File: config.mk
export PLATFORM = sky130hd
export DESIGN_NAME = utxeis_top
export DESIGN_NICKNAME = d
export VERILOG_FILES = /design/src/utxeis_pkg.sv /design/src/utxeis_flag_bank.sv /design/src/utxeis_top.sv
export VERILOG_INCLUDE_DIRS = /design/src
export SDC_FILE = /design/constraint.sdc
export NUM_CORES = 1
export LEC_CHECK = 0
export BUFFER_PORTS_ARGS = -buffer_cell sky130_fd_sc_hd__buf_2
export CORE_UTILIZATION = 54
export DETAILED_ROUTE_END_ITERATION = 7
export GPL_ROUTABILITY_DRIVEN = 0
export PLACE_DENSITY = 0.86
export SYNTH_ARGS = -nofsm -noshare
export SYNTH_HDL_FRONTEND = slang
export SYNTH_SLANG_ARGS = --single-unit
File: constraint.sdc
create_clock -name aclk -period 3.55 [get_ports aclk]
set_input_delay 0.355 -clock aclk [delete_from_list [all_inputs] [get_ports aclk]]
set_output_delay 0.355 -clock aclk [all_outputs]
set_load 0.005 [all_outputs]
File: src/utxeis_regs.svh
// register indices, field positions, reset values and bus codes of the flag block
`ifndef UTXEIS_REGS_SVH
`define UTXEIS_REGS_SVH

// ------------------------------------------------------------
// geometry
// ------------------------------------------------------------
`define UTXEIS_NUM_EP 16
`define UTXEIS_FLAG_W 16
`define UTXEIS_ADDR_W 12
`define UTXEIS_DATA_W 32
`define UTXEIS_STRB_W 4
`define UTXEIS_IDX_W 10
`define UTXEIS_CTRL_EP_BIT 0
`define UTXEIS_MODE_HOST_BIT 0
`define UTXEIS_IDX_LSB 2
`define UTXEIS_LANE0 0
`define UTXEIS_LANE1 1
`define UTXEIS_LANE0_LSB 0
`define UTXEIS_LANE0_MSB 7
`define UTXEIS_LANE1_LSB 8
`define UTXEIS_LANE1_MSB 15

// ------------------------------------------------------------
// register indices, byte address is index times four
// ------------------------------------------------------------
`define UTXEIS_IDX_STATUS 10'h002
`define UTXEIS_IDX_ENABLE 10'h006
`define UTXEIS_IDX_CONFIG 10'h008
`define UTXEIS_IDX_MODE 10'h00A

// ------------------------------------------------------------
// reset values
// ------------------------------------------------------------
`define UTXEIS_RST_STATUS 16'h0000
`define UTXEIS_RST_ENABLE 16'hFFFF
`define UTXEIS_RST_CONFIG 16'hFFFF
`define UTXEIS_RST_MODE 1'b0

// ------------------------------------------------------------
// bus answers
// ------------------------------------------------------------
`define UTXEIS_RESP_OKAY 2'b00
`define UTXEIS_RESP_SLVERR 2'b10
`define UTXEIS_RDATA_ZERO 32'h0000_0000

`endif

File: src/utxeis_pkg.sv
// types shared by the transmit endpoint flag block
`include "utxeis_regs.svh"

package utxeis_pkg;

    // ------------------------------------------------------------
    // endpoint events from the controller core
    // ------------------------------------------------------------
    typedef struct packed {
        logic ctrl_in;
        logic ctrl_out;
        logic [`UTXEIS_NUM_EP-1:1] in_done;
        logic [`UTXEIS_NUM_EP-1:1] out_done;
    } utxeis_events_t;

    // ------------------------------------------------------------
    // captured bus requests
    // ------------------------------------------------------------
    typedef struct packed {
        logic [`UTXEIS_ADDR_W-1:0] addr;
        logic [2:0] prot;
    } utxeis_addr_t;

    typedef struct packed {
        logic [`UTXEIS_DATA_W-1:0] data;
        logic [`UTXEIS_STRB_W-1:0] strb;
    } utxeis_wdata_t;

    typedef struct packed {
        logic status;
        logic enable;
        logic cfg;
        logic mode;
    } utxeis_sel_t;

    // ------------------------------------------------------------
    // channel state machines
    // ------------------------------------------------------------
    typedef enum logic [1:0] {
        WR_COLLECT = 2'b01,
        WR_RESP = 2'b10
    } utxeis_wr_state_t;

    typedef enum logic [1:0] {
        RD_IDLE = 2'b01,
        RD_DATA = 2'b10
    } utxeis_rd_state_t;

endpackage

File: src/utxeis_flag_bank.sv
// sticky endpoint flags with set-over-clear and configuration gating
`timescale 1ns/1ps
`default_nettype none
`include "utxeis_regs.svh"

module utxeis_flag_bank
    import utxeis_pkg::*;
#(
    parameter int N = `UTXEIS_FLAG_W
) (
    input wire logic aclk,
    input wire logic aresetn,
    input wire logic [N-1:0] set_i,
    input wire logic [N-1:0] clr_i,
    input wire logic [N-1:0] keep_i,
    output logic [N-1:0] flags_q
);

    // ------------------------------------------------------------
    // elaboration check
    // ------------------------------------------------------------
    if (N < 1 || N > `UTXEIS_FLAG_W) begin : g_bad_width
        $error("flag bank width out of range");
    end

    // ------------------------------------------------------------
    // next state
    // ------------------------------------------------------------
    logic [N-1:0] flags_d;

    // set is or-ed after the clear so an event in the clearing cycle survives
    // an unconfigured endpoint never holds a flag
    assign flags_d = ((flags_q & ~clr_i) | set_i) & keep_i;

    always_ff @(posedge aclk) begin
        if (!aresetn) begin
            flags_q <= N'(`UTXEIS_RST_STATUS);
        end else begin
            flags_q <= flags_d;
        end
    end

endmodule

`default_nettype wire

File: src/utxeis_top.sv
// transmit endpoint interrupt flags with axi4-lite register access
`timescale 1ns/1ps
`default_nettype none
`include "utxeis_regs.svh"

module utxeis_top
    import utxeis_pkg::*;
#(
    parameter int NUM_EP = `UTXEIS_NUM_EP
) (
    input wire logic aclk,
    input wire logic aresetn,
    input wire logic [`UTXEIS_ADDR_W-1:0] s_axi_awaddr,
    input wire logic [2:0] s_axi_awprot,
    input wire logic s_axi_awvalid,
    output logic s_axi_awready,
    input wire logic [`UTXEIS_DATA_W-1:0] s_axi_wdata,
    input wire logic [`UTXEIS_STRB_W-1:0] s_axi_wstrb,
    input wire logic s_axi_wvalid,
    output logic s_axi_wready,
    output logic [1:0] s_axi_bresp,
    output logic s_axi_bvalid,
    input wire logic s_axi_bready,
    input wire logic [`UTXEIS_ADDR_W-1:0] s_axi_araddr,
    input wire logic [2:0] s_axi_arprot,
    input wire logic s_axi_arvalid,
    output logic s_axi_arready,
    output logic [`UTXEIS_DATA_W-1:0] s_axi_rdata,
    output logic [1:0] s_axi_rresp,
    output logic s_axi_rvalid,
    input wire logic s_axi_rready,
    input wire utxeis_events_t ep_events,
    output logic host_mode,
    output logic irq
);

    // ------------------------------------------------------------
    // elaboration check
    // ------------------------------------------------------------
    if (NUM_EP != `UTXEIS_NUM_EP) begin : g_bad_ep
        $error("endpoint count must match the status word width");
    end
    // the decoder drops the byte-lane bits, so the index must fill the rest
    if (`UTXEIS_IDX_W != `UTXEIS_ADDR_W - `UTXEIS_IDX_LSB) begin : g_bad_idx
        $error("register index width does not fit the address width");
    end
    // sixteen-bit registers are returned zero-extended in one data word
    if (`UTXEIS_DATA_W < `UTXEIS_FLAG_W) begin : g_bad_data
        $error("data word narrower than the status word");
    end

    localparam int FW = `UTXEIS_FLAG_W;

    // ------------------------------------------------------------
    // helpers
    // ------------------------------------------------------------
    function automatic utxeis_sel_t decode(input logic [`UTXEIS_ADDR_W-1:0] addr);
        logic [`UTXEIS_IDX_W-1:0] idx;
        utxeis_sel_t sel;
        idx = addr[`UTXEIS_ADDR_W-1:`UTXEIS_IDX_LSB];
        sel.status = (idx == `UTXEIS_IDX_STATUS);
        sel.enable = (idx == `UTXEIS_IDX_ENABLE);
        sel.cfg = (idx == `UTXEIS_IDX_CONFIG);
        sel.mode = (idx == `UTXEIS_IDX_MODE);
        return sel;
    endfunction

    function automatic logic mapped(input utxeis_sel_t sel);
        return sel.status | sel.enable | sel.cfg | sel.mode;
    endfunction

    // one answer code rule for both channels
    function automatic logic [1:0] resp_code(input logic ok);
        return ok ? `UTXEIS_RESP_OKAY : `UTXEIS_RESP_SLVERR;
    endfunction

    // the sending direction of endpoints 1-15 follows the operating mode
    function automatic logic [NUM_EP-1:1] sending(
        input logic host,
        input utxeis_events_t ev
    );
        return host ? ev.out_done : ev.in_done;
    endfunction

    // byte-lane merge of a sixteen-bit register
    function automatic logic [FW-1:0] merge16(
        input logic [FW-1:0] old,
        input logic [`UTXEIS_DATA_W-1:0] data,
        input logic [`UTXEIS_STRB_W-1:0] strb
    );
        logic [FW-1:0] res;
        res = old;
        if (strb[`UTXEIS_LANE0]) begin
            res[`UTXEIS_LANE0_MSB:`UTXEIS_LANE0_LSB] = data[`UTXEIS_LANE0_MSB:`UTXEIS_LANE0_LSB];
        end
        if (strb[`UTXEIS_LANE1]) begin
            res[`UTXEIS_LANE1_MSB:`UTXEIS_LANE1_LSB] = data[`UTXEIS_LANE1_MSB:`UTXEIS_LANE1_LSB];
        end
        return res;
    endfunction

    function automatic logic [`UTXEIS_DATA_W-1:0] widen(input logic [FW-1:0] v);
        return {{(`UTXEIS_DATA_W - FW){1'b0}}, v};
    endfunction

    // ------------------------------------------------------------
    // register state
    // ------------------------------------------------------------
    utxeis_wr_state_t wr_state_q;
    utxeis_rd_state_t rd_state_q;
    utxeis_addr_t aw_q;
    utxeis_wdata_t w_q;
    logic aw_have_q;
    logic w_have_q;
    logic [1:0] bresp_q;
    logic [`UTXEIS_DATA_W-1:0] rdata_q;
    logic [1:0] rresp_q;
    logic [FW-1:0] enable_q;
    logic [FW-1:0] config_q;
    logic host_q;
    logic [FW-1:0] flags_q;

    // ------------------------------------------------------------
    // write channel decode
    // ------------------------------------------------------------
    wire logic wr_idle = (wr_state_q == WR_COLLECT);
    wire logic aw_fire = s_axi_awvalid & s_axi_awready;
    wire logic w_fire = s_axi_wvalid & s_axi_wready;
    wire logic b_fire = s_axi_bvalid & s_axi_bready;
    wire logic wr_go = wr_idle & aw_have_q & w_have_q;
    wire utxeis_sel_t wsel = decode(aw_q.addr);
    wire logic wr_ok = mapped(wsel);
    wire logic wr_enable = wr_go & wsel.enable;
    wire logic wr_config = wr_go & wsel.cfg;
    wire logic wr_mode = wr_go & wsel.mode & w_q.strb[`UTXEIS_LANE0];

    assign s_axi_awready = wr_idle & ~aw_have_q;
    assign s_axi_wready = wr_idle & ~w_have_q;
    assign s_axi_bvalid = (wr_state_q == WR_RESP);
    assign s_axi_bresp = bresp_q;

    // ------------------------------------------------------------
    // read channel decode
    // ------------------------------------------------------------
    wire logic rd_idle = (rd_state_q == RD_IDLE);
    wire logic ar_fire = s_axi_arvalid & s_axi_arready;
    wire logic r_fire = s_axi_rvalid & s_axi_rready;
    wire utxeis_sel_t rsel = decode(s_axi_araddr);
    wire logic rd_ok = mapped(rsel);
    wire logic rd_status = ar_fire & rsel.status;

    assign s_axi_arready = rd_idle;
    assign s_axi_rvalid = (rd_state_q == RD_DATA);
    assign s_axi_rdata = rdata_q;
    assign s_axi_rresp = rresp_q;

    // ------------------------------------------------------------
    // read data words
    // ------------------------------------------------------------
    // status is read-only; unused write fields are ignored
    wire logic [FW-1:0] rd_word_status = flags_q;
    wire logic [`UTXEIS_DATA_W-1:0] rd_word_enable = widen(enable_q);
    wire logic [`UTXEIS_DATA_W-1:0] rd_word_config = widen(config_q);
    // only the host bit of the mode word is stored; the rest reads zero
    wire logic [`UTXEIS_DATA_W-1:0] rd_word_mode = widen(FW'(host_q));
    wire logic [`UTXEIS_DATA_W-1:0] rd_mux =
        rsel.status ? widen(rd_word_status) :
        rsel.enable ? rd_word_enable :
        rsel.cfg ? rd_word_config :
        rsel.mode ? rd_word_mode :
        `UTXEIS_RDATA_ZERO;

    // ------------------------------------------------------------
    // event mapping
    // ------------------------------------------------------------
    // the sending direction depends on mode: device sends on IN endpoints,
    // host sends on OUT endpoints, so the same bit changes meaning
    // events are pulses; a held level simply sets its flag again every cycle,
    // so a slow source cannot lose an event to a read
    wire logic [NUM_EP-1:1] send_events =
        sending(host_q, ep_events);
    // one shared flag for both control directions
    wire logic ctrl_event = ep_events.ctrl_in | ep_events.ctrl_out;
    wire logic [FW-1:0] flag_set = {send_events, ctrl_event};

    // a read clears exactly the flags it returned; later events stay
    wire logic [FW-1:0] read_clear = rd_status ? flags_q : {FW{1'b0}};
    // status is read-only: a write is answered but clears nothing, so a flag
    // is only lost by being returned to a read or by clearing its config bit
    wire logic [FW-1:0] flag_clear = read_clear;

    // ------------------------------------------------------------
    // flag storage
    // ------------------------------------------------------------
    utxeis_flag_bank #(
        .N(FW)
    ) u_flags (
        .aclk(aclk),
        .aresetn(aresetn),
        .set_i(flag_set),
        .clr_i(flag_clear),
        .keep_i(config_q),
        .flags_q(flags_q)
    );

    // ------------------------------------------------------------
    // interrupt output
    // ------------------------------------------------------------
    // disabled flags still latch; only the output is gated
    // combinational from registers, so it follows a flag in the same cycle
    wire logic [FW-1:0] irq_pending = flags_q & enable_q;
    assign irq = |irq_pending;
    assign host_mode = host_q;

    // ------------------------------------------------------------
    // write address and data capture, either order
    // ------------------------------------------------------------
    // each half is held until both are in; waiting for both before raising
    // ready would deadlock a master that offers them one at a time
    always_ff @(posedge aclk) begin
        if (!aresetn) begin
            aw_have_q <= 1'b0;
            aw_q <= '0;
        end else if (aw_fire) begin
            aw_have_q <= 1'b1;
            aw_q <= '{addr: s_axi_awaddr, prot: s_axi_awprot};
        end else if (wr_go) begin
            aw_have_q <= 1'b0;
        end
    end

    always_ff @(posedge aclk) begin
        if (!aresetn) begin
            w_have_q <= 1'b0;
            w_q <= '0;
        end else if (w_fire) begin
            w_have_q <= 1'b1;
            w_q <= '{data: s_axi_wdata, strb: s_axi_wstrb};
        end else if (wr_go) begin
            w_have_q <= 1'b0;
        end
    end

    // ------------------------------------------------------------
    // write state machine
    // ------------------------------------------------------------
    // bvalid rises at the same edge as the register update, so software never
    // sees an answer before the write has landed
    always_ff @(posedge aclk) begin
        if (!aresetn) begin
            wr_state_q <= WR_COLLECT;
            bresp_q <= `UTXEIS_RESP_OKAY;
        end else begin
            case (wr_state_q)
                WR_COLLECT: begin
                    if (wr_go) begin
                        wr_state_q <= WR_RESP;
                        bresp_q <= resp_code(wr_ok);
                    end
                end
                WR_RESP: begin
                    if (b_fire) begin
                        wr_state_q <= WR_COLLECT;
                    end
                end
                default: begin
                    wr_state_q <= WR_COLLECT;
                end
            endcase
        end
    end

    // ------------------------------------------------------------
    // software registers
    // ------------------------------------------------------------
    // an unmapped address matches none of these, so it changes nothing
    always_ff @(posedge aclk) begin
        if (!aresetn) begin
            enable_q <= `UTXEIS_RST_ENABLE;
        end else if (wr_enable) begin
            enable_q <= merge16(enable_q, w_q.data, w_q.strb);
        end
    end

    always_ff @(posedge aclk) begin
        if (!aresetn) begin
            config_q <= `UTXEIS_RST_CONFIG;
        end else if (wr_config) begin
            config_q <= merge16(config_q, w_q.data, w_q.strb);
        end
    end

    always_ff @(posedge aclk) begin
        if (!aresetn) begin
            host_q <= `UTXEIS_RST_MODE;
        end else if (wr_mode) begin
            host_q <= w_q.data[`UTXEIS_MODE_HOST_BIT];
        end
    end

    // ------------------------------------------------------------
    // read state machine
    // ------------------------------------------------------------
    // rdata is captured at the address edge so the returned word and the
    // clear see the same flag snapshot
    always_ff @(posedge aclk) begin
        if (!aresetn) begin
            rd_state_q <= RD_IDLE;
            rdata_q <= `UTXEIS_RDATA_ZERO;
            rresp_q <= `UTXEIS_RESP_OKAY;
        end else begin
            case (rd_state_q)
                RD_IDLE: begin
                    if (ar_fire) begin
                        rd_state_q <= RD_DATA;
                        rdata_q <= rd_mux;
                        rresp_q <= resp_code(rd_ok);
                    end
                end
                RD_DATA: begin
                    if (r_fire) begin
                        rd_state_q <= RD_IDLE;
                    end
                end
                default: begin
                    rd_state_q <= RD_IDLE;
                end
            endcase
        end
    end

endmodule

`default_nettype wire

* Yosys cells after proc, flatten, opt, wreduce, memory -nomap -nowiden
Cells that the tools add are included.
Cells by class: equality and inequality tests 16, mux-type cells 17, bitwise gates (word level) 28, reduce and logical (&&, ||, !) cells 11
Operators with widths (count):
- $mux 16 | 4
- $and 16x16->16 | 3
- $eq 10x4->1 const B | 4
- $eq 10x2->1 const B | 2
- $eq 10x3->1 const B | 2
- $not 16->16 | 1
- $or 16x16->16 | 1
- $reduce_and 2->1 | 8
- $reduce_or 16->1 | 1
- $mux 15 | 1
- $and 1x1->1 | 14
- $mux 2 | 6
- $ne 2x1->1 const B | 4
- $pmux 2 s2 | 2
- $or 1x1->1 | 7
- $eq 2x1->1 const B | 2
- $eq 2x2->1 const B | 2
- $mux 1 | 4
- $reduce_bool 2->1 | 2
- $not 1->1 | 2
Storage, ports and cells: register bits 121, input port bits 105, output and inout port bits 43, logic and storage cells 88

* Depth between registers and ports, before layout
Gate-level depths: netlist of run 1.
word-level depth 8, gate-level depth with buffers 6, mapped depth without buffers 4

* Modules after synthesis
Synthesis of run 1 repeated with hierarchy kept, for this count alone.
Second synthesis, totals: cells, all modules 480, area, all modules 4564.4 µm²
By module, submodules not included:
- utxeis_top | instances 1, cells an instance 430, area an instance 3952.5 µm², seq. area each 1701.6 µm²
- utxeis_flag_bank | instances 1, cells an instance 50, area an instance 611.8 µm², seq. area each 320.3 µm²

* Worst setup path before layout of run 1
OpenSTA, ideal clock, no wires.
path kind reg2reg, from register aw_q[10] (netlist name), to register config_q[0], setup time 0.129 ns, arrival 1.375 ns, required time 3.421 ns, path slack 2.046 ns, cell stages (with the launch flop) 5, buffers on the path 0, clock period less this slack 1.504 ns, cell sequence dfxtp_1 nor4_4 nand4_2 mux2i_1 nand2_1
Between the ends: longest elaborated chain between the ends 3
RTL lines:
- start: declaration | line utxeis_top.sv:111 | utxeis_addr_t aw_q;
- start signal: assignment | line utxeis_top.sv:226 | aw_q <= '{addr: s_axi_awaddr, prot: s_axi_awprot};
- $eq 10x4->1 (no line)
- $and 1x1->1 | line utxeis_top.sv:134 | wire logic wr_config = wr_go & wsel.cfg;
- $reduce_and 2->1 (no line)
- end signal: assignment | line utxeis_top.sv:287 | config_q <= `UTXEIS_RST_CONFIG;
- end signal: assignment | line utxeis_top.sv:289 | config_q <= merge16(config_q, w_q.data, w_q.strb);
- end: declaration | line utxeis_top.sv:119 | logic [FW-1:0] config_q;
Every way passes these cells. A chain may end at the register's enable or synchronous reset.

* Worst setup path in the final report of run 1
from register host_q, in the netlist host_mode, to output port host_mode
RTL lines:
- start: declaration | line utxeis_top.sv:120 | logic host_q;
- start signal: assignment | line utxeis_top.sv:295 | host_q <= `UTXEIS_RST_MODE;
- start signal: assignment | line utxeis_top.sv:297 | host_q <= w_q.data[`UTXEIS_MODE_HOST_BIT];
- end: declaration | line utxeis_top.sv:33 | output logic host_mode,
No word-level cell between the ends.

==> reports/metrics.yaml, run 1 <==
synth:
  ys_seq_elements: 101
  synth_top_area_share: 0.4600
  synth_cell_types: 42
  yosysSeqAreaShare: 0.4600
  yosys_most_used_dff: "dfxtp_1"
  synth-edff-count: 0
  syn-mean-instance-area_um2: 9.254
  yosys_warnings: 0
  synth_area_leaders: "dfxtp_1 (46%), mux2i_1 (11%), nand2_1 (8.9%), a21boi_0 (4.8%), buf_4 (3.2%)"
  async_reset_ff_frac: 0
  synth_area_um2: 4395
  synthCells: 475
  synth_area_leader_cell: "dfxtp_1"
die:
  dieArea_um2: 8505
  initial_core_util: 0.5630
  die_x_um: 92.22
  placement_rows: 32
  die_h_um: 92.22
  core-area_um2: 7807
  ioPinCount: 148
pwr:
  clkPwrFrac: 0.352
  power_leakage_nw: 2.329
  power_frac_comb: 0.097
  p_total_mw: 2.218
  ir_drop_mv: 0.2463
  switching_share: 0.2463
  power_density_nw_per_um2: 437.6
  p_seq_frac: 0.551
  p_sw_mw: 0.5463
  intPower_mw: 1.672
cells_and_area:
  nNetsFinal: 666
  n_antenna_cell: 0
  fillers: 645
  area_growth_pct: 15.31
  finish.instance_area_um2: 5069
  most-common-layout-cells: "nand2_1 (104), dfxtp_1 (101), buf_2 (101), mux2i_1 (49), a21boi_0 (28)"
  drive_gt1_frac: 0.2248
  final_common_cell: "nand2_1"
worst_setup_path:
  crit_buf_inv: 1
  crit_slowest_cell: "dfxtp_1"
  crit_path_max_fanout: 18
  start_kind: "flip-flop"
  cp-end-kind: "output port"
  worst_ep_required_time_ns: 3.19
  cp_top_family: "flip-flops"
  max_stage_delay_ns: 1.02
  critical_path_class: "reg -> out"
  crit_chain: "buf_2"
  crit_arrival_ns: 1.64
sta:
  slew_headroom: 0.2556
  whs_ns: 0.2357
  hold_viol: 0
  worst_pin_slew_ns: 1.114
  min_period_over_period: 0.5614
  finalMaxSlewViolations: 0
  setup_tns_ns: 0
  rsz0062_at_grt: "no"
  finalClockSkew_ns: 0.009407
  setup_violations: 0
  timing.fmax_ghz: 0.5018
  period_minus_slack_ns: 1.993
route:
  route.detailed.drc: 0
  first_iter_violations: 269
  ant_nets: 0
  post_drt_wl_per_cell_um: 14.95
  via_count: 3751
  post_drt_via_cell_ratio: 5.624
  wirelength_um: 9971
  first_pass_iters: 5
clocking:
  clock_path_buffers: 2
  clock_sinks: 101
  cts-root-buf: "clkbuf_8"
  cts-hold-fix-buffers: 0
  cts_inserted_buffers: 9
  clk_latency_ns: 0.36
  clk_pin_slew_ns: 0.09
  postCtsResizedCells: 0
  cts_setup_buffers: 0
  cts_htree_levels: 3
  cts_tree: "done"
placed_design:
  dp_hpwl_um: 7054
  portBuffers: 101
  dpl_cell_area_um2: 4856
hold_path:
  holdCritPathClass: "in -> reg"
global_route:
  grt_pass1_wl_um: 16100
  grt_pass1_vias: 3394
  grt_antenna_before_repair: 0
  grtUsageMet3: 0.03980
  grt-ovfl-total: 0
  grt_use_met2: 0.3725
  top_usage_layer: "met2"
  grtUsageTotal: 0.2395
  grt_max_degree: 99
  use_met1: 0.3168
flow_run:
  maxCapViolCount: 0
status:
  status: "complete, no violations"
==> tightest hold or removal path, delay by kind of cell <==
kind	cells	cell delay [ns]
compound gates	2	0.13
buf+inv	1	0.08
==> final timing paths <==
check                       from                  to  slack (ns)  cells after the start
hold / removal     ep_events[31]  u_flags.flags_q[0]        0.24                      3
setup reg to reg   rd_state_q[1]     s_axi_rdata[11]        1.62                      4
hold reg to reg   s_axi_rdata[0]      s_axi_rdata[0]        0.48                      2
setup / recovery       host_mode           host_mode        1.56                      1
==> cell type report <==
type,count,area (µm²),area share
multi-input cells,343,2175,0.4290
well taps,102,127.6,0.02518
inverters,3,11.26,0.002222
repair buffers,103,520.5,0.1027
flip-flops and latches,101,2022,0.3989
clock inverters,6,88.84,0.01753
clock buffers,9,123.9,0.02444
==> cell families (layout without fill, tap and decap cells) <==
kind of cell    count (synthesis)  in the layout  share of synthesized area
simple gates                  166            166                     0.1887
compound gates                110            110                     0.1790
flops                         101            101                     0.4600
mux                            49             49                     0.1116
buf+inv                        48            121                    0.05978
other cells                     1             18                  0.0008532
==> Yosys cell counts (2+ instances only) <==
library cell	instances
and3b_1	2
a32oi_1	15
buf_2	8
nor2_1	7
a22oi_1	15
nor3b_2	2
nand3b_1	3
nand4_2	4
nand2b_1	4
dfxtp_1	101
nand2_1	104
and4b_1	4
inv_1	3
a22o_1	5
a21oi_1	4
buf_4	19
o21ai_1	7
nand4_1	3
a221oi_1	4
a21boi_0	28
nor4bb_1	2
o21ai_0	11
o21a_1	2
nor2b_1	8
nand3_1	16
clkbuf_1	16
o22ai_1	15
mux2i_1	49
==> power groups by stage <==
stage,clock network [mW],registers [mW],logic (mW)
5_1_grt,0.826,1.23,0.243
2_1_floorplan,0,1.23,0.157
3_3_place_gp,0,1.24,0.207
6_report,0.780,1.22,0.216
4_1_cts,0.786,1.22,0.216
3_5_place_dp,0,1.25,0.215
==> registers in the layout (all words and copies together), names as in the netlist <==
signal,flops
aw_have_q,1
aw_q,10
config_q,16
enable_q,16
host_mode,1
rd_state_q,2
s_axi_bresp,1
s_axi_rdata,16
s_axi_rresp,1
u_flags.flags_q,16
w_have_q,1
w_q,18
wr_state_q,2
==> layer usage <==
metal	vias up	routed length, µm
met3	29	719
met4	0	305
met2	181	4517
met1	1697	4428
li1	1844	-
met5	-	0
==> per-stage QoR <==
stage               cells  utilization  setup WS (ns)
CTS                   667       0.6492          1.549
floorplan             492            -          2.046
global route          667       0.6492          1.447
detailed placement    652       0.6220          1.397
finish                667       0.6492          1.557
global placement      652       0.6220          1.485
No activity file was read; power rests on OpenSTA's default activity.
==> run 2, diff against run 1 <==
--- a/config.mk
+++ b/config.mk
@@ -7,10 +7,10 @@
 export NUM_CORES = 1
 export LEC_CHECK = 0
 export BUFFER_PORTS_ARGS = -buffer_cell sky130_fd_sc_hd__buf_2
-export CORE_UTILIZATION = 54
+export CORE_UTILIZATION = 50
 export DETAILED_ROUTE_END_ITERATION = 7
 export GPL_ROUTABILITY_DRIVEN = 0
-export PLACE_DENSITY = 0.86
+export PLACE_DENSITY = 0.8
 export SYNTH_ARGS = -nofsm -noshare
 export SYNTH_HDL_FRONTEND = slang
 export SYNTH_SLANG_ARGS = --single-unit
==> constraint.sdc (replaced) <==
create_clock -name aclk -period 2.01 [get_ports aclk]
set_input_delay 0.201 -clock aclk [delete_from_list [all_inputs] [get_ports aclk]]
set_output_delay 0.201 -clock aclk [all_outputs]
set_load 0.005 [all_outputs]
==> run 2 against run 1 <==
Effect of this change: die area increased by 7.8%; highest routed layer unchanged; combinational power increased by 82%; clock power increased by 86%; global-route usage decreased by 1.6 points; via count increased by 0.59%; largest cell class unchanged; largest power group unchanged; hold slack got worse by 0.15 ns.
==> reports/metrics.yaml, run 2 (synthesis results as in run 1) <==
placed_design:
  dp_hpwl_um: 7332  # +4.0%
  place_ws_ns: 0.2385  # -1.159 ns
  portBuffers: 101  # unchanged
clocking:
  cts-root-buf: "clkbuf_8"
  cts-hold-fix-buffers: 0  # unchanged
  clk_latency_ns: 0.36  # about the same
  clk_pin_slew_ns: 0.10  # about the same
  cts_tree: "done"
  postCtsResizedCells: 0  # unchanged
  clock_path_buffers: 2  # unchanged
  cts_inserted_buffers: 9  # unchanged
  cts_setup_buffers: 0  # unchanged
  clock_sinks: 101  # unchanged
  cts_htree_levels: 3  # unchanged
sta:
  fin_ws_ns: 0.2369  # -1.320 ns
  setup_tns_ns: 0  # unchanged
  period_minus_slack_ns: 1.773
  finalClockSkew_ns: 0.01098  # +0.001569 ns
  hold_viol: 0  # unchanged
  slew_headroom: 0.2442  # -0.01142
  finalMaxSlewViolations: 0  # unchanged
  worst_pin_slew_ns: 1.131  # +0.01710 ns
  min_period_over_period: 0.8822
  rsz0062_at_grt: "no"
  setup_violations: 0  # unchanged
  timing.fmax_ghz: 0.5640
worst_setup_path:
  crit_slowest_cell: "nor4_4"
  crit_chain: "nor4_4 > nand4_2 > mux2i_1 > nand2_1"
  cp-end-kind: "flip-flop"
  crit_path_max_fanout: 8  # -10
  cp_top_family: "simple AND/OR/NAND/NOR gates"
  max_stage_delay_ns: 0.48  # -0.54 ns
  critical_path_class: "reg -> reg"
  startpoint: "aw_q[10]"
  timing.rr.start: "aw_q[10]"
  worst_ep_required_time_ns: 2.23  # -0.96 ns
  crit_buf_inv: 0  # -1
  start_kind: "flip-flop"
  crit_arrival_ns: 1.99  # +0.35 ns
die:
  initial_core_util: 0.5244  # -0.03857
  die_x_um: 95.76  # +3.8%
  placement_rows: 33  # +3.1%
  die_h_um: 95.76  # +3.8%
  ioPinCount: 148  # unchanged
  dieArea_um2: 9170  # +7.8%
  core-area_um2: 8382  # +7.4%
cells_and_area:
  most-common-layout-cells: "nand2_1 (104), dfxtp_1 (101), buf_2 (101), mux2i_1 (49), a21boi_0 (28)"
  top_register: "w_q"
  area_growth_pct: 17.19
  fillers: 764  # +18%
  final_common_cell: "nand2_1"
  n_antenna_cell: 0  # unchanged
  nNetsFinal: 674  # +1.2%
  largest_reg_flops: 18  # unchanged
  drive_gt1_frac: 0.2369  # +0.01216
route:
  route.detailed.drc: 0  # unchanged
  wirelength_um: 10060  # +0.92%
  via_count: 3773  # +0.59%
  first_iter_violations: 230  # -14%
  post_drt_via_cell_ratio: 5.557  # -1.2%
  first_pass_iters: 6  # +1
  post_drt_wl_per_cell_um: 14.82  # -0.86%
  ant_nets: 0  # unchanged
global_route:
  grt_antenna_before_repair: 0  # unchanged
  grtUsageTotal: 0.2237  # -0.01584
  grt_max_degree: 99  # unchanged
  grt_pass1_wl_um: 15880  # -1.4%
  grt-ovfl-total: 0  # unchanged
  grt_pass1_vias: 3376  # -0.53%
flow_run:
  maxCapViolCount: 0  # unchanged
hold_path:
  holdCritPathClass: "in -> reg"
  min-delay-start: "s_axi_wdata[5]"
status:
  status: "complete, no violations"
pwr:
  ir_drop_mv: 0.3833  # +56%
  power_density_nw_per_um2: 777.0  # +78%
  power_leakage_nw: 2.382  # +2.3%
-- run 2: cell count changes in the layout (fill, tap and decap cells not counted), sizes merged --
cell,change
inv,+2
clkinv,-1
clkbuf,+1
clkinvlp,-1
buf,+8
-- run 2: power breakdown --
part	total, mW	internal, mW	switching (mW)	leakage [nW]
clock network	1.45	0.747	0.707	0.113
logic	0.394	0.187	0.207	1.44
registers	2.16	2.08	0.0729	0.826
total	4.00	3.02	0.987	2.38
-- run 2: cell type report --
cell class                      instances  area, µm²  area share
Inverter                                3      11.26    0.002186
Tap cell                              105      131.4     0.02550
Multi-Input combinational cell        343       2175      0.4222
Timing Repair Buffer                  111      580.6      0.1127
Clock buffer                           10      137.6     0.02672
Clock inverter                          6      93.84     0.01822
Sequential cell                       101       2022      0.3925
-- run 2: metrics by stage --
stage	power [mW]	cell area, µm²	utilization	hold slack, ns	std cells
detailed placement	2.595	4920	0.5870	0.4550	663
CTS	4.022	5151	0.6146	0.07677	679
global route	4.167	5151	0.6146	0.08259	679
floorplan	2.456	4459	-	0.3417	492
global placement	2.576	4920	0.5870	0.4461	663
finish	4.003	5151	0.6146	0.08353	679
-- run 2: per-layer routing --
| layer | share of wire | up-vias | routed length [µm] | GRT usage |
|---|---|---|---|---|
| met5 | 0 | - | 0 | 0 |
| met4 | 0.014 | 0 | 143 | 0.07587 |
| met3 | 0.062 | 13 | 621 | 0.03949 |
| met2 | 0.48 | 135 | 4793 | 0.3726 |
| met1 | 0.45 | 1762 | 4505 | 0.2927 |
| li1 | - | 1863 | - | - |
-- run 2: tightest hold or removal path, cell delays in order --
cell and delay, ns:
buf_2 0.09, nand2_1 0.04, a21boi_0 0.06
-- run 2: path summary, 6_finish.rpt --
path | cells past startpoint | end | slack (ns)
setup / recovery | 4 | enable_q[6] | 0.24
hold / removal | 3 | w_q[9] | 0.08
setup reg to reg | 4 | enable_q[6] | 0.24
hold reg to reg | 2 | s_axi_rdata[11] | 0.47
